`src/verilog/snf_pkg.sv`:
```
// Constants shared by the serial memory command front end.
// Assumes a 100 MHz system clock that samples the serial pins.
`default_nettype none
package snf_pkg;
    // System clock rate and power-up wait.
    localparam int CLK_MHZ      = 100;
    localparam int PWR_WAIT_US  = 250;
    localparam int PWR_CYCLES   = PWR_WAIT_US * CLK_MHZ;

    // Command opcodes.
    localparam logic [7:0] OP_LATCH_SET    = 8'h06;
    localparam logic [7:0] OP_LATCH_CLEAR  = 8'h04;
    localparam logic [7:0] OP_STATUS_READ  = 8'h05;
    localparam logic [7:0] OP_STATUS_WRITE = 8'h01;
    localparam logic [7:0] OP_MEM_READ     = 8'h03;
    localparam logic [7:0] OP_FAST_READ    = 8'h0b;
    localparam logic [7:0] OP_MEM_WRITE    = 8'h02;
    localparam logic [7:0] OP_SLEEP        = 8'hb9;
    localparam logic [7:0] OP_IDENT_READ   = 8'h9f;

    // Status register layout.
    localparam int         STAT_LATCH_BIT  = 1;
    localparam logic [7:0] STAT_WR_MASK    = 8'h8c;
    localparam logic [7:0] STAT_RESET      = 8'h40;
    localparam logic [7:0] STAT_FIXED      = 8'h40;

    // Write stream buffer.
    localparam int FIFO_DEPTH = 32;
    localparam int ADDR_W     = 16;
    localparam int FIFO_WIDTH = ADDR_W + 8;

    // Link-side states.
    typedef enum logic [6:0] {
        ST_IDLE  = 7'h01,
        ST_OPC   = 7'h02,
        ST_ADDR  = 7'h04,
        ST_WDATA = 7'h08,
        ST_SWR   = 7'h10,
        ST_SRD   = 7'h20,
        ST_SKIP  = 7'h40
    } snf_state_t;
endpackage
`default_nettype wire

```
`src/verilog/snf_sync.sv`:
```
// Two-stage synchroniser for a bundle of asynchronous pin levels.
// Assumes the inputs are plain levels; only the second stage is used.
`default_nettype none
`timescale 1ns/100ps
module snf_sync #(
    // Reset level of each stage; match it to each pin's idle level.
    parameter int               WIDTH   = 3,
    parameter logic [WIDTH-1:0] RST_VAL = '0
) (
    // Clock and reset
    input  wire logic             mclk_in,
    input  wire logic             rst_in,
    // Levels
    input  wire logic [WIDTH-1:0] async_in,
    output logic      [WIDTH-1:0] sync_out
);
    logic [WIDTH-1:0] meta_q;
    logic [WIDTH-1:0] sync_q;

    always_ff @(posedge mclk_in or posedge rst_in) begin
        if (rst_in) begin
            meta_q <= RST_VAL;
            sync_q <= RST_VAL;
        end else begin
            meta_q <= async_in;
            sync_q <= meta_q;
        end
    end

    assign sync_out = sync_q;
endmodule // snf_sync
`default_nettype wire

```
`src/verilog/snf_fifo.sv`:
```
// Synchronous FIFO with valid/ready on both sides and a registered
// output stage. Assumes one clock for both sides.
`default_nettype none
`timescale 1ns/100ps
module snf_fifo #(
    parameter int WIDTH = 24,
    parameter int DEPTH = 32
) (
    // Clock and reset
    input  wire logic             mclk_in,
    input  wire logic             rst_in,
    // Fill side
    input  wire logic             in_valid_in,
    output logic                  in_ready_out,
    input  wire logic [WIDTH-1:0] in_data_in,
    // Drain side
    output logic                  out_valid_out,
    input  wire logic             out_ready_in,
    output logic      [WIDTH-1:0] out_data_out
);
    localparam int AW = $clog2(DEPTH);
    localparam logic [AW:0] FULL = (AW+1)'(DEPTH);

    logic [WIDTH-1:0] mem_q [DEPTH];
    logic [AW-1:0]    wr_q, wr_d, rd_q, rd_d;
    logic [AW:0]      cnt_q, cnt_d;
    logic             ov_q, ov_d;
    logic [WIDTH-1:0] od_q, od_d;
    logic             push, pop;

    assign in_ready_out  = (cnt_q != FULL);
    assign out_valid_out = ov_q;
    assign out_data_out  = od_q;
    assign push = in_valid_in && in_ready_out;
    // The output stage refills whenever it is empty or being drained.
    assign pop  = (cnt_q != '0) && (!ov_q || out_ready_in);

    always_comb begin
        wr_d  = push ? wr_q + 1'b1 : wr_q;
        rd_d  = pop ? rd_q + 1'b1 : rd_q;
        cnt_d = cnt_q;
        if (push && !pop) begin
            cnt_d = cnt_q + 1'b1;
        end else if (pop && !push) begin
            cnt_d = cnt_q - 1'b1;
        end
        ov_d = ov_q;
        od_d = od_q;
        if (pop) begin
            ov_d = 1'b1;
            od_d = mem_q[rd_q];
        end else if (out_ready_in) begin
            ov_d = 1'b0;
        end
    end

    always_ff @(posedge mclk_in) begin
        if (push) begin
            mem_q[wr_q] <= in_data_in;
        end
    end

    always_ff @(posedge mclk_in or posedge rst_in) begin
        if (rst_in) begin
            wr_q  <= '0;
            rd_q  <= '0;
            cnt_q <= '0;
            ov_q  <= 1'b0;
            od_q  <= '0;
        end else begin
            wr_q  <= wr_d;
            rd_q  <= rd_d;
            cnt_q <= cnt_d;
            ov_q  <= ov_d;
            od_q  <= od_d;
        end
    end
endmodule // snf_fifo
`default_nettype wire

```
`src/verilog/snf_front.sv`:
```
// Serial slave command front end of a 64K x 8 byte memory.
// Assumes the master clock is far slower than mclk_in so that every
// serial clock level lasts several system cycles after synchronising.
`default_nettype none
`timescale 1ns/100ps
// Contract
// - Modes 0 and 3, sample rise, shift fall
// - Clock level at select picks mode
// - Mode 3 counts rises after first toggle
// - First eight bits form the opcode
// - One opcode per selection period
// - Deselected: ignore input, output tristated
// - Bad opcode: ignore until next select
// - All bytes shifted most significant first
// - Memory commands carry two address bytes
// - Decode latch set, clear, status write
// - Decode status read, read, fast read
// - Decode memory write, sleep, ident read
// - Latch cleared at reset, set by command
// - Writes blocked while latch is clear
// - Status write data leaves latch flag alone
// - Deselect clears latch after write commands
// - Eight-bit status shows latch state
// - Latch flag at status bit one
module snf_front #(
    parameter int POWERUP_CYCLES = snf_pkg::PWR_CYCLES
) (
    // Clock and reset
    input  wire logic        mclk_in,
    input  wire logic        rst_in,
    // Serial pins
    input  wire logic        cs_n_in,
    input  wire logic        sck_in,
    input  wire logic        si_in,
    output logic             so_out,
    output logic             so_oe_out,
    // Decoded commands
    output logic             cmd_valid_out,
    output logic [7:0]       cmd_code_out,
    output logic             addr_valid_out,
    output logic [15:0]      addr_out,
    // Write byte stream, address above data
    output logic             wr_valid_out,
    input  wire logic        wr_ready_in,
    output logic [23:0]      wr_data_out,
    output logic             wr_drop_out,
    // State
    output logic [7:0]       status_out,
    output logic             ready_out
);
    localparam int PW = $clog2(POWERUP_CYCLES + 1);
    localparam logic [PW-1:0] PWR_END = PW'(POWERUP_CYCLES);

    logic [2:0]  pins_s;
    logic        cs_s, sck_s, si_s;
    logic        sck_p_q, cs_p_q;
    logic        rise, fall, cs_fall, cs_rise;

    // Chip select resets high so that reset makes no false select edge.
    snf_sync #(.WIDTH(3), .RST_VAL(3'h4)) u_sync (
        .mclk_in  (mclk_in),
        .rst_in   (rst_in),
        .async_in ({cs_n_in, sck_in, si_in}),
        .sync_out (pins_s)
    );
    assign cs_s  = pins_s[2];
    assign sck_s = pins_s[1];
    assign si_s  = pins_s[0];

    assign rise    = sck_s && !sck_p_q && !cs_s;
    assign fall    = !sck_s && sck_p_q && !cs_s;
    assign cs_fall = !cs_s && cs_p_q;
    assign cs_rise = cs_s && !cs_p_q;

    snf_pkg::snf_state_t state_q, state_d;
    logic [PW-1:0] pwr_q, pwr_d;
    logic          ready_q, ready_d;
    logic          mode3_q, mode3_d;
    logic          armed_q, armed_d;
    logic [2:0]    bit_q, bit_d;
    logic [7:0]    sh_q, sh_d;
    logic [7:0]    op_q, op_d;
    logic          abyte_q, abyte_d;
    logic [15:0]   addr_q, addr_d;
    logic          latch_q, latch_d;
    logic          clr_pend_q, clr_pend_d;
    logic [7:0]    stat_q, stat_d;
    logic [7:0]    out_q, out_d;
    logic          so_q, so_d;
    logic          oe_q, oe_d;
    logic          cmdv_q, cmdv_d;
    logic          addrv_q, addrv_d;
    logic          drop_q, drop_d;
    logic          push;
    logic          fifo_ready;
    logic [7:0]    byte_w;
    logic          byte_done;
    logic          op_known;
    logic [7:0]    stat_view;

    assign byte_w    = {sh_q[6:0], si_s};
    assign byte_done = rise && armed_q && (bit_q == 3'h7);
    // Eight-bit status, latch at bit one.
    assign stat_view = (stat_q & snf_pkg::STAT_WR_MASK)
                     | snf_pkg::STAT_FIXED
                     | (8'h01 << snf_pkg::STAT_LATCH_BIT) & {8{latch_q}};

    always_comb begin
        case (byte_w)
            snf_pkg::OP_LATCH_SET, snf_pkg::OP_LATCH_CLEAR,
            snf_pkg::OP_STATUS_WRITE, snf_pkg::OP_STATUS_READ,
            snf_pkg::OP_MEM_READ, snf_pkg::OP_FAST_READ,
            snf_pkg::OP_MEM_WRITE, snf_pkg::OP_SLEEP,
            snf_pkg::OP_IDENT_READ: op_known = 1'b1;
            default:                op_known = 1'b0;
        endcase
    end

    always_comb begin
        state_d    = state_q;
        pwr_d      = (pwr_q == PWR_END) ? pwr_q : pwr_q + 1'b1;
        ready_d    = (pwr_q == PWR_END);
        mode3_d    = mode3_q;
        armed_d    = armed_q;
        bit_d      = bit_q;
        sh_d       = sh_q;
        op_d       = op_q;
        abyte_d    = abyte_q;
        addr_d     = addr_q;
        latch_d    = latch_q;
        clr_pend_d = clr_pend_q;
        stat_d     = stat_q;
        out_d      = out_q;
        so_d       = so_q;
        cmdv_d     = 1'b0;
        addrv_d    = 1'b0;
        drop_d     = 1'b0;
        push       = 1'b0;
        // Mode 3 arms on the first falling toggle.
        if (fall) begin
            armed_d = 1'b1;
        end
        if (rise && armed_q) begin
            bit_d = bit_q + 3'h1;
            sh_d  = byte_w;
        end
        case (state_q)
            snf_pkg::ST_IDLE: begin
                // Selection is honoured only after power-up.
                if (cs_fall && ready_q) begin
                    mode3_d = sck_s;
                    armed_d = !sck_s;
                    bit_d   = 3'h0;
                    abyte_d = 1'b0;
                    state_d = snf_pkg::ST_OPC;
                end
            end
            snf_pkg::ST_OPC: begin
                if (byte_done) begin
                    op_d = byte_w;
                    cmdv_d = op_known;
                    state_d = snf_pkg::ST_SKIP;
                    case (byte_w)
                        // Only the set command raises the latch.
                        snf_pkg::OP_LATCH_SET: latch_d = 1'b1;
                        // Clear and status write arm the clear.
                        snf_pkg::OP_LATCH_CLEAR: clr_pend_d = 1'b1;
                        snf_pkg::OP_STATUS_WRITE: begin
                            clr_pend_d = 1'b1;
                            state_d    = snf_pkg::ST_SWR;
                        end
                        snf_pkg::OP_STATUS_READ: begin
                            out_d   = stat_view;
                            state_d = snf_pkg::ST_SRD;
                        end
                        snf_pkg::OP_MEM_READ, snf_pkg::OP_FAST_READ:
                            state_d = snf_pkg::ST_ADDR;
                        // Memory write arms the clear too.
                        snf_pkg::OP_MEM_WRITE: begin
                            clr_pend_d = 1'b1;
                            state_d    = snf_pkg::ST_ADDR;
                        end
                        default: state_d = snf_pkg::ST_SKIP;
                    endcase
                end
            end
            snf_pkg::ST_ADDR: begin
                // Two address bytes, high byte first.
                if (byte_done) begin
                    addr_d  = {addr_q[7:0], byte_w};
                    abyte_d = 1'b1;
                    if (abyte_q) begin
                        addrv_d = 1'b1;
                        state_d = (op_q == snf_pkg::OP_MEM_WRITE)
                                ? snf_pkg::ST_WDATA : snf_pkg::ST_SKIP;
                    end
                end
            end
            snf_pkg::ST_WDATA: begin
                // Bytes go out only while the latch is set.
                if (byte_done && latch_q) begin
                    push   = fifo_ready;
                    drop_d = !fifo_ready;
                    addr_d = addr_q + 16'h0001;
                end
            end
            snf_pkg::ST_SWR: begin
                // Latch bit is never taken from the data.
                if (byte_done) begin
                    if (latch_q) begin
                        stat_d = byte_w & snf_pkg::STAT_WR_MASK;
                    end
                    state_d = snf_pkg::ST_SKIP;
                end
            end
            snf_pkg::ST_SRD: begin
                if (fall) begin
                    so_d  = out_q[7];
                    out_d = {out_q[6:0], out_q[7]};
                end
            end
            snf_pkg::ST_SKIP: begin
                state_d = snf_pkg::ST_SKIP;
            end
            default: state_d = snf_pkg::ST_IDLE;
        endcase
        // Deselect ends the period; a new select is needed.
        if (cs_s) begin
            state_d = snf_pkg::ST_IDLE;
        end
        // Clear the latch at the closing deselect.
        if (cs_rise && clr_pend_q) begin
            latch_d    = 1'b0;
            clr_pend_d = 1'b0;
        end
        // Drive only during a status read while selected.
        oe_d = (state_d == snf_pkg::ST_SRD);
    end

    always_ff @(posedge mclk_in or posedge rst_in) begin
        if (rst_in) begin
            state_q    <= snf_pkg::ST_IDLE;
            pwr_q      <= '0;
            ready_q    <= 1'b0;
            sck_p_q    <= 1'b0;
            cs_p_q     <= 1'b1;
            mode3_q    <= 1'b0;
            armed_q    <= 1'b0;
            bit_q      <= 3'h0;
            sh_q       <= 8'h00;
            op_q       <= 8'h00;
            abyte_q    <= 1'b0;
            addr_q     <= 16'h0000;
            latch_q    <= 1'b0;
            clr_pend_q <= 1'b0;
            stat_q     <= snf_pkg::STAT_RESET;
            out_q      <= 8'h00;
            so_q       <= 1'b0;
            oe_q       <= 1'b0;
            cmdv_q     <= 1'b0;
            addrv_q    <= 1'b0;
            drop_q     <= 1'b0;
        end else begin
            state_q    <= state_d;
            pwr_q      <= pwr_d;
            ready_q    <= ready_d;
            sck_p_q    <= sck_s;
            cs_p_q     <= cs_s;
            mode3_q    <= mode3_d;
            armed_q    <= armed_d;
            bit_q      <= bit_d;
            sh_q       <= sh_d;
            op_q       <= op_d;
            abyte_q    <= abyte_d;
            addr_q     <= addr_d;
            latch_q    <= latch_d;
            clr_pend_q <= clr_pend_d;
            stat_q     <= stat_d;
            out_q      <= out_d;
            so_q       <= so_d;
            oe_q       <= oe_d;
            cmdv_q     <= cmdv_d;
            addrv_q    <= addrv_d;
            drop_q     <= drop_d;
        end
    end

    // The serial link cannot be stalled, so a full buffer drops bytes.
    snf_fifo #(
        .WIDTH(snf_pkg::FIFO_WIDTH),
        .DEPTH(snf_pkg::FIFO_DEPTH)
    ) u_fifo (
        .mclk_in       (mclk_in),
        .rst_in        (rst_in),
        .in_valid_in   (push),
        .in_ready_out  (fifo_ready),
        .in_data_in    ({addr_q, byte_w}),
        .out_valid_out (wr_valid_out),
        .out_ready_in  (wr_ready_in),
        .out_data_out  (wr_data_out)
    );

    assign so_out         = so_q;
    assign so_oe_out      = oe_q;
    assign cmd_valid_out  = cmdv_q;
    assign cmd_code_out   = op_q;
    assign addr_valid_out = addrv_q;
    assign addr_out       = addr_q;
    assign wr_drop_out    = drop_q;
    assign status_out     = stat_view;
    assign ready_out      = ready_q;
endmodule // snf_front
`default_nettype wire

```
`config.mk`:
```
export PLATFORM = sky130hd
export DESIGN_NAME = snf_front
export DESIGN_NICKNAME = d
export VERILOG_FILES = /design/src/verilog/snf_pkg.sv /design/src/verilog/snf_sync.sv /design/src/verilog/snf_fifo.sv /design/src/verilog/snf_front.sv
export SDC_FILE = /design/constraint.sdc
export NUM_CORES = 1
export LEC_CHECK = 0
export ABC_CLOCK_PERIOD_IN_PS = 6350
export BUFFER_PORTS_ARGS = -buffer_cell sky130_fd_sc_hd__clkbuf_2
export CAP_MARGIN = 15
export CORE_MARGIN = 2
export CORE_UTILIZATION = 52
export DETAILED_ROUTE_END_ITERATION = 12
export GPL_ROUTABILITY_DRIVEN = 0
export PLACE_DENSITY = 0.69
export REMOVE_ABC_BUFFERS = 1
export SETUP_SLACK_MARGIN = 0.5
export SLEW_MARGIN = 20
export SYNTH_ARGS = -nofsm -noshare
export SYNTH_HDL_FRONTEND = slang
export SYNTH_SLANG_ARGS = --single-unit
```
`constraint.sdc`:
```
create_clock -name mclk_in -period 6.35 [get_ports mclk_in]
set_clock_uncertainty 0.05 [all_clocks]
set_input_delay 0.3175 -clock mclk_in [delete_from_list [all_inputs] [get_ports mclk_in]]
set_output_delay 0.3175 -clock mclk_in [all_outputs]
set_load 0.01 [all_outputs]
```
Yosys cells after proc, flatten, opt, wreduce, memory -nomap -nowiden:

Memory sizes are Yosys's and may differ from the RTL's. A register that Yosys moved wholly into a read port is not among the register bits.
Cells that the tools add are included.

* input bits: 6
* register bits: 103
* memories: 1
* output and inout bits: 63
* RAM bits: 768

* reduce and logical (&&, ||, !) cells: 46
* $add $sub $neg: 7
* bitwise logic cells: 1
* mux-type cells: 49
* eq/ne operators: 27

Memories
* u_fifo.mem_q: depth 32, bits a word 24, rd ports 1, clocked after Yosys merged registers in 1, write ports 1, RTL line snf_fifo.sv:24 `logic [WIDTH-1:0] mem_q [DEPTH];`

Operators by type and width (number)
* $mux W7: 7
* $pmux W7 S6: 1
* $mux W16: 2
* $pmux W16 S2: 1
* $mux W1: 27
* $eq A8 B2 Y1 const B: 3
* $eq A8 B3 Y1 const B: 3
* $mux W8: 3
* $pmux W7 S3: 1
* $reduce_bool A2 Y1: 9
* $add A16 B1 Y16 const B: 1
* $eq A8 B8 Y1 const B: 2
* $pmux W8 S2: 1
* $add A15 B1 Y15 const B: 1
* $eq A15 B15 Y1 const B: 1
* $logic_and A1 B1 Y1: 15
* $reduce_and A3 Y1: 5
* $eq A7 B6 Y1 const B: 2
* $mux W6: 2
* $ne A2 B2 Y1 const B: 6
* $add A5 B1 Y5 const B: 2
* $mux W3: 3
* $reduce_or A9 Y1: 1
* $eq A8 B1 Y1 const B: 1
* 21 further kinds: 30

Logic depth before layout (Yosys ltp):

* depth after elaboration: 13
* depth in mapped cells: 12

By module:

From an unflattened synthesis, not the netlist that was laid out.

* cells, all modules: 2059
* area, all modules: 35878.2 um^2

Modules (own cells, without submodules)
* snf_fifo: sequential area each 24088.1 um^2, area an instance 31477.7 um^2, instances 1, cells an instance 1633
* snf_front: sequential area each 1979.4 um^2, area an instance 4244.1 um^2, instances 1, cells an instance 419
* snf_sync: sequential area each 152.6 um^2, area an instance 156.4 um^2, instances 1, cells an instance 7

Worst setup path after synthesis:

No wires, ideal clock.

* path kind: register to register
* start point: register state_q[4]
* end point: memory u_fifo.mem_q[12][0] (enable)
* setup slack: 3.254 ns
* stages on the path, launching flop included: 7
* arrival: 2.641 ns
* library setup time: 0.405 ns
* buffers on the path: 1
* cells stage by stage: dfrtp_1 -> clkbuf_1 -> nor4_2 -> nand2_1 -> nor3_4 -> nand2_1 -> nor2_1

* word-level cells in the longest chain between the ends: 5

Ends and longest elaborated chain
* start, declared: RTL line snf_front.sv:75 `snf_pkg::snf_state_t state_q, state_d;`
* start signal, assigned: RTL line snf_front.sv:242 `state_q <= snf_pkg::ST_IDLE;`
* start signal, assigned: RTL line snf_front.sv:264 `state_q <= state_d;`
* $eq A7 B4 Y1: RTL line snf_front.sv:147 `case (state_q)`
* $mux W1: RTL line snf_front.sv:147
* $logic_and A1 B1 Y1: RTL line snf_fifo.sv:34 `assign push = in_valid_in && in_ready_out;`
* via u_fifo.push: RTL line snf_fifo.sv:29 `logic push, pop;`
* $mux W1: RTL line snf_fifo.sv:58 `if (push) begin`
* $mux W1 (not written as such): RTL line snf_fifo.sv:59 `mem_q[wr_q] <= in_data_in;`
* end, declared: RTL line snf_fifo.sv:24

The timed path passes the listed nets, and every way through them passes these cells.

Worst setup path after layout:

* start point: register state_q[2]
* end point: register u_fifo.cnt_q[5]

* word-level cells in the longest chain between the ends: 6
* elaborated cells on any way between the ends: 8
* classes of those cells: 1 x eq/ne; 2 x mux; 5 x reduce/logical

Ends and longest elaborated chain
* $eq A7 B4 Y1 (*): RTL line snf_front.sv:147
* $mux W1 (*): RTL line snf_front.sv:147
* $logic_and A1 B1 Y1 (*): RTL line snf_fifo.sv:34
* via u_fifo.push: RTL line snf_fifo.sv:29
* $logic_not A1 Y1: RTL line snf_fifo.sv:44 `end else if (pop && !push) begin`
* $logic_and A1 B1 Y1: RTL line snf_fifo.sv:44
* $reduce_bool A2 Y1 (no line)
* end signal, assigned: RTL line snf_fifo.sv:73 `cnt_q <= cnt_d;`
* end, declared: RTL line snf_fifo.sv:26 `logic [AW:0] cnt_q, cnt_d;`

Mark *: on every way through the listed nets, which the timed path passes. The rest lies on a longest branch.
A chain may end at the register's enable or synchronous reset.

==> impl_summary.md <==
Status
The run finished with clean final reports.

Yosys
The number of enable-type register cells in the synthesized netlist is 768. The proportion of synthesized flip-flops having asynchronous set or reset is 14.1%. The register bit count reported by yosys is 894. The post-synthesis cell type with the largest combined area is edfxtp_1. Dividing the synthesized area by the synthesized cell count gives 17.5 um^2. The most instantiated flip-flop cell in the synthesis netlist is edfxtp_1.

The top cell type by area accounts for 65.4% of the synthesized area. The number of instances in the synthesized netlist is 2,018. By count the netlist is led by edfxtp_1 (768), dfrtp_1 (122), nor2_1 (120).

Counting distinct cell types in the post-synthesis netlist gives 68. Of the synthesized area, sequential elements account for 74.4%. The post-synthesis cell area is 35,200 um^2. Yosys printed 0 warnings. By area the synthesized netlist is led by edfxtp_1 (65%), dfrtp_1 (8.7%), mux4_2 (6.1%). The most frequent cell after synthesis is edfxtp_1.

Drt
The final wirelength is 84,200 um. The final routed wire length divided by cell count is 27.2 um. The final routed DRC violation total is 0. The total number of vias is 19.3k. Using the TritonRoute via totals, the vias-per-cell ratio works out to 6.25. The first detailed-routing pass ran for 8 iterations. The detail route stage leaves a number of antenna-violating nets equal to 0.

In this run, the number of DRC markers left after iteration 0 of detailed routing was 2,290.

Min path
The min-delay analysis places its worst path in the category in -> async.

Power and ir drop
The sequential fraction of design power is 53.9%. The analysis attributes to cell leakage a power of 12.1 nW. The worst-case IR drop observed on VDD is 213 uV. The cell internal power dissipation is 0.00955 W. The switching power as a share of total power is 20.6%. The areal power density over the cells is 302 nW/um^2. In this run, the combinational gates consume 2.9% of the power. The clock group share of total power is 43.2%. In this run the power spent charging and discharging nets is 0.00249 W.

Worst setup path
The required arrival time at the worst endpoint is 6.81 ns. STA classifies the critical path startpoint as a flop. The data arrival time of the critical path is 4.30 ns. The worst setup path is captured at a flop. The biggest fanout along the worst timing path is 11. The kind of critical path is reg -> reg.

Die
Measured along the x axis, the die boundary spans 264 um. The die height is 264 um. Once the floorplan was initialized, standard cells occupied 52.5% of the core.

The row count is 95. The core region is 67,200 um^2. The floorplan step defined a die boundary enclosing 69,900 um^2. The top-level I/O count is 69.

Global route
The total track usage is 24.5%. The maximum number of pins on one net before global-route repair is 105. The first global-routing pass estimated 126,000 um of wire. The initial antenna violation count was 0.

The total congestion overflow is 0. The via count of the first global-routing pass is 19.5k.

Final layout
After filler insertion, the fill cell instance count of the layout stands at 4,865. After the last flow step, the layout net total stands at 2,163. Compared with the post-synthesis result, the final layout area differs by 13.0%. In the final layout, the share of cells above drive strength 1 is 23.5%. The final cell count without fillers is 3,091.

The final non-filler cell area is 39,800 um^2. The count of antenna diodes in the layout is 0.

CTS
Post-CTS repair changed the size of 0 cells. The number of levels the H-tree was split into is 3. Buffers inserted to repair hold after CTS numbered 5.

In this run the deepest clock path goes through 3 buffers. The TritonCTS buffer count is 89. The clock latency at the later pin of the worst-skew pair is 0.65 ns. The root buffer cell is clkbuf_16.

TritonCTS built the clock tree. The register clock-pin slew on the reported worst setup and hold paths is 0.06 ns. The clock net in this run drives a total of 894 sinks. The setup fix buffers added after clock tree synthesis is 0.

Placed design
The count of port buffers added during placement is 64. Once detailed placement completed, the half-perimeter wirelength came to 47,600 um. After detailed placement, the total cell area comes to 36,800 um^2.

Once placement completed, the tool counted placed cells totaling 2,918.

STA
Setup repair after global routing left no endpoint under its margin. The period utilization is 60.5%. At the pin with the least slew margin, the transition time is 1.24 ns.

Counting I/O delays and the setup requirement, the final critical path takes 3.84 ns. The worst slew margin relative to its limit is 16.3%. The max-slew violation total from the final report is 0. The number of failing hold endpoints at the final stage is 0. The achievable frequency is 260 MHz. The final-report setup violation count is 0.

Run
Across the run, the number of max-cap violations was 0.
-- layout make-up --
| cell class | instances | area [um^2] | area share (%) |
|---|---|---|---|
| clock buffers | 120 | 2450 | 6.16 |
| clock inverters | 48 | 457 | 1.15 |
| multi-input cells | 992 | 8560 | 21.5 |
| inverters | 24 | 95.1 | 0.239 |
| repair buffers | 140 | 928 | 2.33 |
| flip-flops and latches | 894 | 26200 | 65.9 |
| well taps | 873 | 1090 | 2.74 |
-- power groups by stage --
| stage | combinational, W | clock [W] | sequential [W] |
|---|---|---|---|
| floorplan | 0.0000945 | 0 | 0.00669 |
| global placement | 0.000313 | 0 | 0.00661 |
| detailed placement | 0.000338 | 0 | 0.00661 |
| CTS | 0.000341 | 0.00528 | 0.00649 |
| global route | 0.000377 | 0.00550 | 0.00649 |
| finish | 0.000346 | 0.00521 | 0.00649 |
-- cell usage in the layout (no fill, tap or decap), types with 7 or more instances in the layout --
| master | count |
|---|---|
| nand4_1 | 15 |
| ha_1 | 15 |
| a21oi_1 | 42 |
| nand2_1 | 118 |
| nor3_1 | 8 |
| dfrtp_1 | 117 |
| mux2_2 | 83 |
| xnor2_1 | 19 |
| nor2_2 | 33 |
| nor2_1 | 86 |
| a211oi_1 | 49 |
| o21ai_0 | 34 |
| bufinv_16 | 7 |
| clkbuf_1 | 21 |
| clkinv_1 | 15 |
| a21boi_1 | 14 |
| a222oi_1 | 16 |
| mux4_2 | 96 |
| clkbuf_16 | 91 |
| inv_1 | 22 |
| a221o_1 | 8 |
| nand3_1 | 23 |
| buf_4 | 69 |
| a31o_2 | 7 |
| a31oi_1 | 25 |
| mux2i_1 | 113 |
| xor2_1 | 9 |
| clkinv_2 | 17 |
| clkbuf_2 | 64 |
| a22oi_1 | 25 |
| o22ai_1 | 55 |
| edfxtp_1 | 768 |
-- critical path, stage by stage (launching register included) --
cell and delay [ns]:
dfrtp_1 0.44, nor4_2 0.53, nand2_1 0.45, nor3_4 0.45, ha_1 0.37, inv_1 0.14
ha_1 0.36, nand2_1 0.08, o21ai_0 0.31, mux2i_1 0.23, o2111ai_1 0.14, xor2_1 0.16
-- metal layers --
metal / vias to the layer above / routed length [um] / GRT usage (%)
met1: 10010 / 33700 / 34.2
li1: 8251 / - / -
met3: 143 / 6580 / 3.87
met2: 907 / 41600 / 40.3
met5: - / 0 / 0
met4: 0 / 2310 / 7.29
-- registers in the layout, summed over array words and instances (netlist names), 3 cells and up --
name                 flops
pwr_q                   15
sh_q                     7
state_q                  7
u_sync.sync_out          3
u_fifo.wr_q              5
u_fifo.mem_q           768
stat_q                   3
u_sync.meta_q            3
out_q                    8
cmd_code_out             8
u_fifo.cnt_q             6
addr_out                16
u_fifo.out_data_out     24
u_fifo.rd_q              5
bit_q                    3
-- cell families after synthesis --
| group | share of synthesized area (%) |
|---|---|
| and+or+nand+nor | 4.70 |
| AOI/OAI and AO/OA | 5.85 |
| buffers and inverters | 1.74 |
| muxes | 12.0 |
| other | 0.0213 |
| xor gates and xnor gates | 0.696 |
| DFF | 74.4 |
| adders and majority gates | 0.589 |
-- per-stage QoR --
| stage | utilization [%] | hold slack (ns) | setup WS, ns | setup TNS [ns] | power, W |
|---|---|---|---|---|---|
| detailed placement | 54.9 | 0.298 | 2.55 | 0 | 0.00695 |
| global route | 59.3 | 0.263 | 2.21 | 0 | 0.0124 |
| CTS | 59.3 | 0.236 | 2.55 | 0 | 0.0121 |
| global placement | 54.8 | 0.282 | 2.60 | 0 | 0.00692 |
| floorplan | - | 0.272 | -2.25 | -49.72 | 0.00678 |
| finish | 59.3 | 0.221 | 2.51 | 0 | 0.0120 |
-- path summary, 6_finish.rpt --
path / from / endpoint / slack, ns / depth (start not counted)
worst max-delay path: state_q[2] / u_fifo.cnt_q[5] / 2.51 / 11
worst min-delay path: rst_in / u_fifo.cnt_q[2] / 0.22 / 3
worst max register to register: state_q[2] / u_fifo.cnt_q[5] / 2.51 / 11
worst min register to register: u_sync.meta_q[0] / u_sync.sync_out[0] / 0.31 / 0
max in group asynchronous: rst_in / stat_q[3] / 4.67 / 4
min in group mclk_in: cs_n_in / u_sync.meta_q[2] / 0.28 / 2
No activity file was read; power rests on OpenSTA's default activity.
